File: src/core/ssc_pkg.sv
// Purpose: shared constants and types for the synthesizer serial control port
// Assumes: two-wire bus sampled by the system clock
// Notes: byte layouts of the four control bytes and the status byte
package ssc_pkg;
  // ==========================================================
  // address and byte classification
  localparam logic [4:0] SSC_ADDR_PREFIX = 5'h18; // fixed upper five address bits
  localparam int SSC_CLASS_BIT = 7;
  localparam int SSC_DIR_BIT = 0;
  // ==========================================================
  // divider and control field positions
  localparam int SSC_N16_BIT = 6;
  localparam int SSC_N15_BIT = 5;
  localparam int SSC_PRESC_BIT = 4;
  localparam int SSC_BITS_PER_BYTE = 8;
  localparam logic [3:0] SSC_BIT_LAST = 4'h7;
  // ==========================================================
  // reset value of control byte 5, test select codes and converter limit
  localparam logic [7:0] SSC_CTRL2_RESET = 8'h14;
  localparam logic [2:0] SSC_TEST_SINK = 3'h0;
  localparam logic [2:0] SSC_TEST_SOURCE = 3'h1;
  localparam logic [2:0] SSC_TEST_PUMP_OFF = 3'h2;
  localparam logic [2:0] SSC_TEST_HALF_DIV = 3'h3;
  localparam logic [2:0] SSC_ADC_MAX = 3'h4;

  // which data byte is expected next
  typedef enum logic [4:0] {
    SSC_EXP_CLASS = 5'h01,
    SSC_EXP_DIV_LO = 5'h02,
    SSC_EXP_CTRL2 = 5'h04,
    SSC_EXP_DONE = 5'h08,
    SSC_EXP_IGNORE = 5'h10
  } ssc_expect_type;

  // decoded control settings driven to the analog blocks
  typedef struct packed {
    logic [16:0] main_divider_ratio;
    logic prescaler_on;
    logic [3:0] ref_divider_select;
    logic [1:0] pump_current_select;
    logic ref_out_enable;
    logic ref_out_select;
    logic test_mode;
    logic [2:0] test_select;
  } ssc_ctrl_type;

  // limit converter code to its legal five levels
  function automatic logic [2:0] ssc_clip_adc(input logic [2:0] code);
    ssc_clip_adc = (code > SSC_ADC_MAX) ? SSC_ADC_MAX : code;
  endfunction : ssc_clip_adc
endpackage : ssc_pkg

File: src/core/ssc_serial_port.sv
// Purpose: two-wire target port of a frequency synthesizer
// Assumes: clk_sys far faster than the serial clock; reset_n from supply monitor
// Notes: bus lines sampled and edge-detected on clk_sys
`timescale 1ns/10ps
`default_nettype none
import ssc_pkg::*;
module ssc_serial_port (
  input wire logic clk_sys,
  input wire logic reset_n,
  input wire logic clk_en,
  input wire logic scl_in,
  input wire logic sda_in,
  output logic sda_out,
  output logic sda_oe_n,
  input wire logic [1:0] addr_level_pin,
  input wire logic loop_locked,
  input wire logic [2:0] converter_code,
  input wire logic half_div_signal,
  input wire logic [2:0] port_pin_in,
  output logic [3:0] port_out,
  output logic [3:0] port_oe_n,
  output ssc_ctrl_type ctrl
);
  // ==========================================================
  // synchronised bus lines and pins
  logic [6:0] sync_q;
  ssc_sync #(.WIDTH(7)) u_sync (
    .clk_sys(clk_sys),
    .reset_n(reset_n),
    .clk_en(clk_en),
    .async_in({scl_in, sda_in, addr_level_pin, port_pin_in}),
    .sync_out(sync_q)
  );
  logic scl_s, sda_s;
  logic [1:0] addr_sel;
  logic [2:0] port_lvl;
  assign scl_s = sync_q[6];
  assign sda_s = sync_q[5];
  assign addr_sel = sync_q[4:3];
  assign port_lvl = sync_q[2:0];

  // ==========================================================
  // state
  logic scl_d_reg, sda_d_reg;
  logic active_reg, active_next;
  logic addr_phase_reg, addr_phase_next;
  logic read_reg, read_next;
  logic ack_slot_reg, ack_slot_next;
  logic drive_reg, drive_next;
  logic [3:0] bit_cnt_reg, bit_cnt_next;
  logic [7:0] shift_reg, shift_next;
  logic [7:0] tx_reg, tx_next;
  ssc_expect_type exp_reg, exp_next;
  logic [7:0] div_hi_reg, div_hi_next;
  logic [7:0] div_lo_reg, div_lo_next;
  logic [7:0] ctrl1_reg, ctrl1_next;
  logic [7:0] ctrl2_reg, ctrl2_next;
  logic [16:0] ratio_reg, ratio_next;
  logic div_pend_reg, div_pend_next;
  logic got_ctrl1_reg, got_ctrl1_next;
  logic por_flag_reg, por_flag_next;
  logic out_valid_reg, out_valid_next;

  logic scl_rise, scl_fall, start_cond, stop_cond;
  assign scl_rise = scl_s & ~scl_d_reg;
  assign scl_fall = ~scl_s & scl_d_reg;
  assign start_cond = scl_s & scl_d_reg & sda_d_reg & ~sda_s;
  assign stop_cond = scl_s & scl_d_reg & ~sda_d_reg & sda_s;

  // status byte assembly
  logic lock_view;
  logic [7:0] status_byte;
  logic test_on;
  assign test_on = ~ctrl2_reg[5] & ctrl2_reg[4];
  always_comb begin
    lock_view = loop_locked;
    if (test_on) begin
      unique case (ctrl2_reg[2:0])
        SSC_TEST_SINK: lock_view = 1'b1;
        SSC_TEST_SOURCE, SSC_TEST_PUMP_OFF: lock_view = 1'b0;
        default: lock_view = loop_locked;
      endcase
    end
  end
  assign status_byte = {por_flag_reg, lock_view, port_lvl, ssc_clip_adc(converter_code)};

  // ==========================================================
  // next state of the serial engine and register file
  always_comb begin
    active_next = active_reg;
    addr_phase_next = addr_phase_reg;
    read_next = read_reg;
    ack_slot_next = ack_slot_reg;
    drive_next = drive_reg;
    bit_cnt_next = bit_cnt_reg;
    shift_next = shift_reg;
    tx_next = tx_reg;
    exp_next = exp_reg;
    div_hi_next = div_hi_reg;
    div_lo_next = div_lo_reg;
    ctrl1_next = ctrl1_reg;
    ctrl2_next = ctrl2_reg;
    ratio_next = ratio_reg;
    div_pend_next = div_pend_reg;
    got_ctrl1_next = got_ctrl1_reg;
    por_flag_next = por_flag_reg;
    out_valid_next = out_valid_reg;
    if (stop_cond) begin
      // stop ends a partial sequence and applies the ratio
      if (div_pend_reg || got_ctrl1_reg) begin
        ratio_next = {ctrl1_reg[SSC_N16_BIT], ctrl1_reg[SSC_N15_BIT],
                      div_hi_reg[6:0], div_lo_reg};
      end
      div_pend_next = 1'b0;
      got_ctrl1_next = 1'b0;
      active_next = 1'b0;
      drive_next = 1'b0;
      ack_slot_next = 1'b0;
    end else if (start_cond) begin
      active_next = 1'b1;
      addr_phase_next = 1'b1;
      read_next = 1'b0;
      ack_slot_next = 1'b0;
      drive_next = 1'b0;
      bit_cnt_next = '0;
      exp_next = SSC_EXP_CLASS;
    end else if (active_reg && scl_rise) begin
      if (ack_slot_reg) begin
        // controller ack sampled in read
        if (read_reg && sda_s) begin
          active_next = 1'b0;
          por_flag_next = 1'b0;
        end
      end else begin
        shift_next = {shift_reg[6:0], sda_s};
        bit_cnt_next = bit_cnt_reg + 4'h1;
      end
    end else if (active_reg && scl_fall) begin
      if (ack_slot_reg) begin
        ack_slot_next = 1'b0;
        bit_cnt_next = '0;
        if (read_reg) begin
          tx_next = status_byte;
          drive_next = ~status_byte[SSC_BITS_PER_BYTE-1];
        end else begin
          drive_next = 1'b0;
        end
      end else if (bit_cnt_reg == 4'(SSC_BITS_PER_BYTE)) begin
        ack_slot_next = 1'b1;
        drive_next = 1'b0;
        if (addr_phase_reg) begin
          addr_phase_next = 1'b0;
          if (shift_reg[7:3] == SSC_ADDR_PREFIX && shift_reg[2:1] == addr_sel) begin
            read_next = shift_reg[SSC_DIR_BIT];
            drive_next = 1'b1;
          end else begin
            active_next = 1'b0;
            ack_slot_next = 1'b0;
          end
        end else if (read_reg) begin
          drive_next = 1'b0;
        end else begin
          drive_next = 1'b1;
          unique case (exp_reg)
            SSC_EXP_CLASS, SSC_EXP_DONE, SSC_EXP_IGNORE: begin
              if (!shift_reg[SSC_CLASS_BIT]) begin
                if (div_pend_reg && exp_reg != SSC_EXP_DONE) begin
                  ratio_next = ratio_reg;
                end
                div_hi_next = shift_reg;
                div_pend_next = 1'b1;
                exp_next = SSC_EXP_DIV_LO;
              end else begin
                ctrl1_next = shift_reg;
                got_ctrl1_next = 1'b1;
                exp_next = SSC_EXP_CTRL2;
              end
            end
            SSC_EXP_DIV_LO: begin
              div_lo_next = shift_reg;
              exp_next = got_ctrl1_reg ? SSC_EXP_DONE : SSC_EXP_CLASS;
            end
            SSC_EXP_CTRL2: begin
              ctrl2_next = shift_reg;
              exp_next = div_pend_reg ? SSC_EXP_DONE : SSC_EXP_CLASS;
            end
          endcase
          // full set of bytes 2 to 5 in either order
          if (exp_next == SSC_EXP_DONE) begin
            ratio_next = {ctrl1_next[SSC_N16_BIT], ctrl1_next[SSC_N15_BIT],
                          div_hi_next[6:0], div_lo_next};
            div_pend_next = 1'b0;
            got_ctrl1_next = 1'b0;
          end
        end
      end else if (read_reg && !addr_phase_reg && !ack_slot_reg) begin
        // shift next status bit onto the line
        tx_next = {tx_reg[6:0], 1'b0};
        drive_next = ~tx_reg[SSC_BITS_PER_BYTE-2];
      end
    end
    if (active_reg && !out_valid_reg && !read_reg && exp_next == SSC_EXP_CLASS
        && bit_cnt_reg == 4'(SSC_BITS_PER_BYTE) && scl_fall && !addr_phase_reg) begin
      out_valid_next = 1'b1;
    end
    if (ctrl2_next != ctrl2_reg) begin
      out_valid_next = 1'b1;
    end
  end

  // ==========================================================
  // register the engine
  always_ff @(posedge clk_sys or negedge reset_n) begin
    if (!reset_n) begin
      scl_d_reg <= 1'b1;
      sda_d_reg <= 1'b1;
      active_reg <= 1'b0;
      addr_phase_reg <= 1'b0;
      read_reg <= 1'b0;
      ack_slot_reg <= 1'b0;
      drive_reg <= 1'b0;
      bit_cnt_reg <= '0;
      shift_reg <= '0;
      tx_reg <= '0;
      exp_reg <= SSC_EXP_CLASS;
      div_hi_reg <= '0;
      div_lo_reg <= '0;
      ctrl1_reg <= '0;
      ctrl2_reg <= SSC_CTRL2_RESET;
      ratio_reg <= '0;
      div_pend_reg <= 1'b0;
      got_ctrl1_reg <= 1'b0;
      por_flag_reg <= 1'b1;
      out_valid_reg <= 1'b0;
    end else if (clk_en) begin
      scl_d_reg <= scl_s;
      sda_d_reg <= sda_s;
      active_reg <= active_next;
      addr_phase_reg <= addr_phase_next;
      read_reg <= read_next;
      ack_slot_reg <= ack_slot_next;
      drive_reg <= drive_next;
      bit_cnt_reg <= bit_cnt_next;
      shift_reg <= shift_next;
      tx_reg <= tx_next;
      exp_reg <= exp_next;
      div_hi_reg <= div_hi_next;
      div_lo_reg <= div_lo_next;
      ctrl1_reg <= ctrl1_next;
      ctrl2_reg <= ctrl2_next;
      ratio_reg <= ratio_next;
      div_pend_reg <= div_pend_next;
      got_ctrl1_reg <= got_ctrl1_next;
      por_flag_reg <= por_flag_next;
      out_valid_reg <= out_valid_next;
    end
  end

  // ==========================================================
  // open-drain data line: pull low when drive_reg set
  assign sda_out = 1'b0;
  assign sda_oe_n = ~drive_reg;

  // ports: open collector, released until first program after reset
  logic p0_val;
  assign p0_val = (test_on && ctrl2_reg[2:0] == SSC_TEST_HALF_DIV)
                  ? half_div_signal : ctrl2_reg[0];
  assign port_out = 4'h0;
  assign port_oe_n = out_valid_reg ? ~{ctrl2_reg[3:1], p0_val} : 4'hF;

  // decoded settings
  assign ctrl.main_divider_ratio = ratio_reg;
  assign ctrl.prescaler_on = ctrl1_reg[SSC_PRESC_BIT];
  assign ctrl.ref_divider_select = ctrl1_reg[3:0];
  assign ctrl.pump_current_select = ctrl2_reg[7:6];
  assign ctrl.ref_out_enable = ctrl2_reg[5];
  assign ctrl.ref_out_select = ctrl2_reg[4];
  assign ctrl.test_mode = test_on;
  assign ctrl.test_select = ctrl2_reg[2:0];
endmodule : ssc_serial_port
`default_nettype wire

File: src/core/ssc_sync.sv
// Purpose: two-flop synchroniser for external levels
// Assumes: inputs asynchronous to clk_sys
// Notes: first stage read only by the second
`timescale 1ns/10ps
`default_nettype none
module ssc_sync #(
  parameter int WIDTH = 1
) (
  input wire logic clk_sys,
  input wire logic reset_n,
  input wire logic clk_en,
  input wire logic [WIDTH-1:0] async_in,
  output logic [WIDTH-1:0] sync_out
);
  logic [WIDTH-1:0] stage1_reg;
  logic [WIDTH-1:0] stage2_reg;
  // ==========================================================
  // two stage capture
  always_ff @(posedge clk_sys or negedge reset_n) begin
    if (!reset_n) begin
      stage1_reg <= '1;
      stage2_reg <= '1;
    end else if (clk_en) begin
      stage1_reg <= async_in;
      stage2_reg <= stage1_reg;
    end
  end
  assign sync_out = stage2_reg;
endmodule : ssc_sync
`default_nettype wire

File: config.mk
export PLATFORM = sky130hd
export DESIGN_NAME = ssc_serial_port
export DESIGN_NICKNAME = d
export VERILOG_FILES = /design/src/core/ssc_pkg.sv /design/src/core/ssc_serial_port.sv /design/src/core/ssc_sync.sv
export SDC_FILE = /design/constraint.sdc
export NUM_CORES = 1
export LEC_CHECK = 0
export BUFFER_PORTS_ARGS = -buffer_cell sky130_fd_sc_hd__buf_4
export CAP_MARGIN = 20
export CORE_MARGIN = 2
export CORE_UTILIZATION = 59
export DETAILED_ROUTE_END_ITERATION = 7
export HOLD_SLACK_MARGIN = 0.02
export PLACE_DENSITY = 0.8
export SLEW_MARGIN = 5
export SYNTH_ARGS = -nofsm -noshare
export SYNTH_HDL_FRONTEND = slang
export SYNTH_SLANG_ARGS = --single-unit
File: constraint.sdc
create_clock -name clk_sys -period 2.55 [get_ports clk_sys]
set_clock_uncertainty 0.2 [all_clocks]
set_input_delay 0 -clock clk_sys [delete_from_list [all_inputs] [get_ports clk_sys]]
set_output_delay 0 -clock clk_sys [all_outputs]
set_load 0.02 [all_outputs]
# After elaboration in Yosys (flattened, before gate mapping)
# Cells that the tools add are included.
dict set report op_classes {
  shift 0
  order_cmp 1
  multipliers 0
  reduce_logical 52
  n_bitwise 23
  n_addsub 1
  n_mux 122
  div 0
  n_eq_ne 33
}
# operator n
set ops {}
lappend ops {{$mux W17} 10}
lappend ops {{$mux W5} 16}
lappend ops {{$mux W8} 10}
lappend ops {{$mux W1} 66}
lappend ops {{$mux W7} 8}
lappend ops {{$mux W4} 8}
lappend ops {{$reduce_and A10 Y1} 3}
lappend ops {{$reduce_and A8 Y1} 3}
lappend ops {{$reduce_bool A2 Y1} 9}
lappend ops {{$pmux W5 S3} 1}
lappend ops {{$reduce_bool A3 Y1} 5}
lappend ops {{$not A1 Y1} 14}
lappend ops {{$logic_and A1 B1 Y1} 13}
lappend ops {{$ne A2 B1 Y1 const B} 6}
lappend ops {{$reduce_and A6 Y1} 2}
lappend ops {{$reduce_and A11 Y1} 1}
lappend ops {{$eq A5 B1 Y1 const B} 2}
lappend ops {{$eq A5 B4 Y1 const B} 2}
lappend ops {{$eq A5 B5 Y1 const B} 2}
lappend ops {{$ne A5 B5 Y1 const B} 2}
lappend ops {{$reduce_and A5 Y1} 2}
lappend ops {{$reduce_and A9 Y1} 1}
lappend ops {{$and A1 B1 Y1} 8}
lappend ops {{$ne A2 B2 Y1 const B} 4}
lappend ops {{28 further kinds} 34}
dict set report word_totals {
  reg_bits 96
  inputBits 15
  rom_bits 0
  ram_bits 0
  latch_bits 0
  wordCells 255
  mem_count 0
}

# Depth between registers and ports, before layout
dict set report logic_depth {
  ltp_word 26
  ltp_mapped 9
  depth_no_buf 7
}

# Cells and area by module
# From an unflattened synthesis, not the netlist that was laid out.
dict set report unflattened {
  hier_cells 401
  area_unflattened_um2 4858.4
}
# module n_inst cells_per_inst area_per_inst_um2
set modules_own_cells {}
lappend modules_own_cells {ssc_serial_port 1 372 4321.6}
lappend modules_own_cells {ssc_sync 1 29 536.8}

# Worst setup path before layout
# No wires, ideal clock.
dict set report synth_timing {
  path_kind {register -> register}
  start {reg bit_cnt_reg[0]}
  end {reg ratio_reg[10]}
  slack_ns 0.255
  setup_ns 0.125
  synth_period_minus_slack_ns 2.295
  arrival_ns 1.970
  required_time_ns 2.225
  path_stages_with_launch 10
  path_cell_list {dfrtp_1 inv_1 ha_1 and4bb_2 and3_1 buf_2 nand2_1 a21oi_4 buf_6 mux2_2}
}
dict set report synth_between {
  elab_chain_len 3
}
# element line_no
set synth_rtl {}
lappend synth_rtl {{from (decl)} ssc_serial_port.sv:50} ;# logic [3:0] bit_cnt_reg, bit_cnt_next;
lappend synth_rtl {{from (signal assigned)} ssc_serial_port.sv:243} ;# bit_cnt_reg <= bit_cnt_next;
lappend synth_rtl {{$eq A4 B4 Y1} ssc_serial_port.sv:148} ;# end else if (bit_cnt_reg == 4'(SSC_BITS_PER_BYTE)) begin
lappend synth_rtl {{$reduce_bool A2 Y1 (no source line)} -}
lappend synth_rtl {{$reduce_and A10 Y1 (no source line)} -}
lappend synth_rtl {{to (signal assigned)} ssc_serial_port.sv:251} ;# ratio_reg <= ratio_next;
lappend synth_rtl {{to (decl)} ssc_serial_port.sv:58} ;# logic [16:0] ratio_reg, ratio_next;
# No other way between the ends.
# A chain may end at the register's enable or synchronous reset.

# Worst setup path after layout
dict set report layout_timing {
  start {reg exp_reg[0]}
  end {reg ratio_reg[15]}
}
dict set report layout_between {
  elab_chain_len 14
  elab_cells_between_ends 28
  classes_between {6 x eq/ne; 19 x mux; 3 x reduce/logical}
}
# element line_no
set layout_rtl {}
lappend layout_rtl {{from (decl)} ssc_serial_port.sv:53} ;# ssc_expect_type exp_reg, exp_next;
lappend layout_rtl {{from (signal assigned)} ssc_serial_port.sv:246} ;# exp_reg <= exp_next;
lappend layout_rtl {{$eq A5 B1 Y1, or another cell as far along} ssc_serial_port.sv:164} ;# unique case (exp_reg)
lappend layout_rtl {{$reduce_or A3 Y1} ssc_serial_port.sv:164}
lappend layout_rtl {{$pmux W5 S3} ssc_serial_port.sv:164}
lappend layout_rtl {{$mux W5} ssc_serial_port.sv:160} ;# end else if (read_reg) begin
lappend layout_rtl {{$mux W5} ssc_serial_port.sv:151} ;# if (addr_phase_reg) begin
lappend layout_rtl {{$mux W5} ssc_serial_port.sv:148}
lappend layout_rtl {{$mux W5} ssc_serial_port.sv:139} ;# if (ack_slot_reg) begin
lappend layout_rtl {{$mux W5} ssc_serial_port.sv:138} ;# end else if (active_reg && scl_fall) begin
lappend layout_rtl {{$mux W5} ssc_serial_port.sv:127} ;# end else if (active_reg && scl_rise) begin
lappend layout_rtl {{$mux W5} ssc_serial_port.sv:119} ;# end else if (start_cond) begin
lappend layout_rtl {{$mux W5} ssc_serial_port.sv:108} ;# if (stop_cond) begin
lappend layout_rtl {{$eq A5 B4 Y1} ssc_serial_port.sv:189} ;# if (exp_next == SSC_EXP_DONE) begin
lappend layout_rtl {{$reduce_bool A2 Y1 (no source line)} -}
lappend layout_rtl {{$reduce_and A10 Y1 (no source line)} -}
# Several ways; a longest one is shown, not always the timed one. The select of a mux whose other input is x is not followed.

==> impl_metrics.csv <==
group,metric,value,unit
finish,diodes,0,
logic_synthesis,yosysSeqAreaShare,49.6,%
global_routing,track_usage,22.8,%
setup_path,crit_chain,"xor2_1 -> o211ai_1 -> nor3_1 -> mux2_2 -> mux2_2",
finish,largest_reg_flops,17,
power,irDropWorstVdd,386,µV
clock_network,clock_latency,0.37,ns
clock_network,clockBufferDepth,2,
finish,num-fill-cells,588,
die,dieArea,0.00904,mm²
die,start_util,60.1,%
timing,setup_slack,0.108,ns
route,vias,3332,
timing,tightest_slew,0.617,ns
finish,syn2layout_area_growth,17.2,%
timing,period_needed,2.44,ns
logic_synthesis,syn_inst,410,
die,io-pin-count,55,
logic_synthesis,yosysUniqueCellTypes,59,
timing,finalSetupTns,0,ns
power,p_leak,2.68,nW
die,fp.dieH,95.1,µm
route,firstDrtPassIters,4,
clock_network,htree_levels,3,
place,gp_congestion,0.913,
timing,hold_violations,0,
setup_path,worstPathArrival,2.50,ns
clock_network,cts_tree,"yes",
logic_synthesis,synth-edff-count,0,
timing,fin_crit_sh,95.7,%
logic_synthesis,ys_warn_count,0,
setup_path,crit_path_start_kind,"flip-flop",
setup_path,worst_path_most_repeated_cell,"mux2_2",
route,drc_errors,0,
die,die_w,95.1,µm
logic_synthesis,ys_async_sr_fraction,100,%
timing,slew_headroom,58.7,%
clock_network,cts_root_buf,"clkbuf_8",
global_routing,grt_max_degree,54,
logic_synthesis,syn-cell-area,0.00489,mm²
setup_path,cpPeakStageDelay,0.58,ns
place,dpl.hpwl,6690,µm
run,cap_viol_max_count,0,
min_path,holdCritPathClass,"in2async",
finish,drive_gt1_share,43.4,%
power,power.density,538,mW/mm²
timing,setup_violations,0,
place,place_ws,0.153,ns
setup_path,worst-path-buf-inv,0,
timing,max_freq,410,MHz
clock_network,clkTransAtPathRegs,0.10,ns
timing,rsz0062_at_grt,"no",
setup_path,cp_max_fo,4,
die,core,0.00813,mm²
global_routing,grt_pass1_vias,3230,
die,num_rows,33,
route,drt_iter0_drc,212,
route,drtAntennaViolNets,0,
clock_network,cts_inserted_buffers,9,
setup_path,worstPathRequired,2.61,ns
logic_synthesis,synth-seq-cells,96,
route,wl,9670,µm
setup_path,endpoint_kind,"flip-flop",
clock_network,cts.sinks,96,
outcome,status,"complete, no violations",
setup_path,crit_path_top_delay_cell,"dfstp_2",
logic_synthesis,ys.flop_type,"dfrtp_1",
route,via_per_inst,5.73,
global_routing,overflow,0,
timing,slew_violations,0,
setup_path,path_delay_family,"multiplexers",
logic_synthesis,syn_avg_cell_area,11.9,µm²
finish,finish.utilization,70.5,%
route,wl_per_cell,16.6,µm
setup_path,crit_cells,5,
clock_network,cts_setup_buffers,0,
setup_path,reg2regPathDepth,5,
global_routing,grt_antenna_before_repair,0,
setup_path,path_class,"reg2reg",
global_routing,grt_pass1_wl,15800,µm
finish,nNetsFinal,490,
place,io_buffers,49,
routing by layer:
layer / wire length, µm / track usage [%] / up-vias
li1: - / - / 1563
met1: 4380 / 32.2 / 1659
met2: 4690 / 36.2 / 100
met3: 473 / 4.58 / 10
met4: 124 / 6.28 / 0
met5: 0 / 0 / -
layout by cell type, fill, tap and decap left out, drive strengths merged, types with 3 or more instances in the layout:
cell type / n
mux2: 89
xor2: 9
nand2: 22
dfrtp: 76
inv: 10
nor2: 18
nand3: 10
a31oi: 3
dfstp: 20
mux2i: 4
nor3: 7
a21oi: 17
nand4b: 5
nor3b: 4
conb: 5
clkinvlp: 3
xnor2: 3
nand3b: 8
buf: 71
o21ai: 17
nand2b: 3
clkbuf: 9
nor4: 4
dlygate4sd3: 20
logic make-up after synthesis:
| logic type | share of synthesized area [%] |
|---|---|
| multiplexers | 21.8 |
| adder cells (fa/ha/maj) | 0.511 |
| buffers and inverters | 6.21 |
| AO/OA/AOI/OAI | 7.75 |
| flip-flops | 49.6 |
| other | 0.0767 |
| XOR/XNOR | 2.15 |
| AND/OR/NAND/NOR | 11.8 |
area by class of cell:
cell class / count / area, µm² / share of cell area [%]
clock inverters: 6 / 68.8 / 1.20
flip-flops and latches: 96 / 2430 / 42.3
inverters: 9 / 33.8 / 0.589
well taps: 105 / 131 / 2.29
multi-input cells: 266 / 2180 / 38.0
repair buffers: 91 / 771 / 13.4
clock buffers: 9 / 124 / 2.16
repair_timing:
item                                   CTS  global route
setup endpoints to repair                0             0
endpoints found under the hold margin  115             0
hold buffers                            21             0
resized for setup                        0             0
cells in the mapped netlist, drive strengths merged, types with 2 or more instances:
library cell,count,area (µm²)
nor4,4,55.1
xor2,9,78.8
nand4b,5,43.8
nand3b,8,60.1
nor3b,4,35.0
ha,2,25.0
nand3,10,62.6
a31oi,3,18.8
o311ai,2,17.5
nand2,22,82.6
nor3,7,50.1
a21o,2,15.0
dfstp,20,526
o21ai,17,85.1
buf,32,228
xnor2,3,26.3
mux2i,4,40.0
mux2,89,1030
nand4,2,12.5
o2bb2ai,2,17.5
o211ai,2,15.0
nor2,18,67.6
a22o,2,17.5
nand2b,3,18.8
dfrtp,76,1900
a21oi,17,96.4
and3,2,12.5
nor2b,2,12.5
o21a,2,15.0
clkbuf,11,42.5
inv,9,33.8
or3,2,12.5
report_power, final:
| part | total, W | internal [W] | leakage, nW | switching, W |
|---|---|---|---|---|
| Combinational | 0.000385 | 0.000181 | 1.34 | 0.000204 |
| Clock | 0.000994 | 0.000453 | 0.0892 | 0.000541 |
| Sequential | 0.00171 | 0.00161 | 1.25 | 0.0000940 |
metrics by stage:
step	total power, W	cell area [µm²]	cells	hold slack (ns)
floorplan	0.00195	4910	414	-0.496
global placement	0.00207	5320	546	-0.172
detailed placement	0.00208	5320	546	-0.165
CTS	0.00310	5730	582	0.0487
global route	0.00324	5730	582	0.0597
finish	0.00309	5730	582	0.0422
path summary, 6_finish.rpt:
check                                        to       startpoint  slack [ns]
max                               ratio_reg[15]       exp_reg[0]        0.11
min                        u_sync.stage1_reg[0]          reset_n        0.04
max reg2reg                       ratio_reg[15]       exp_reg[0]        0.11
min reg2reg                        por_flag_reg     por_flag_reg        0.28
max in group asynchronous          ctrl2_reg[2]          reset_n        1.76
min in group clk_sys               port_oe_n[0]  half_div_signal        0.19
No activity file was read; power rests on OpenSTA's default activity.
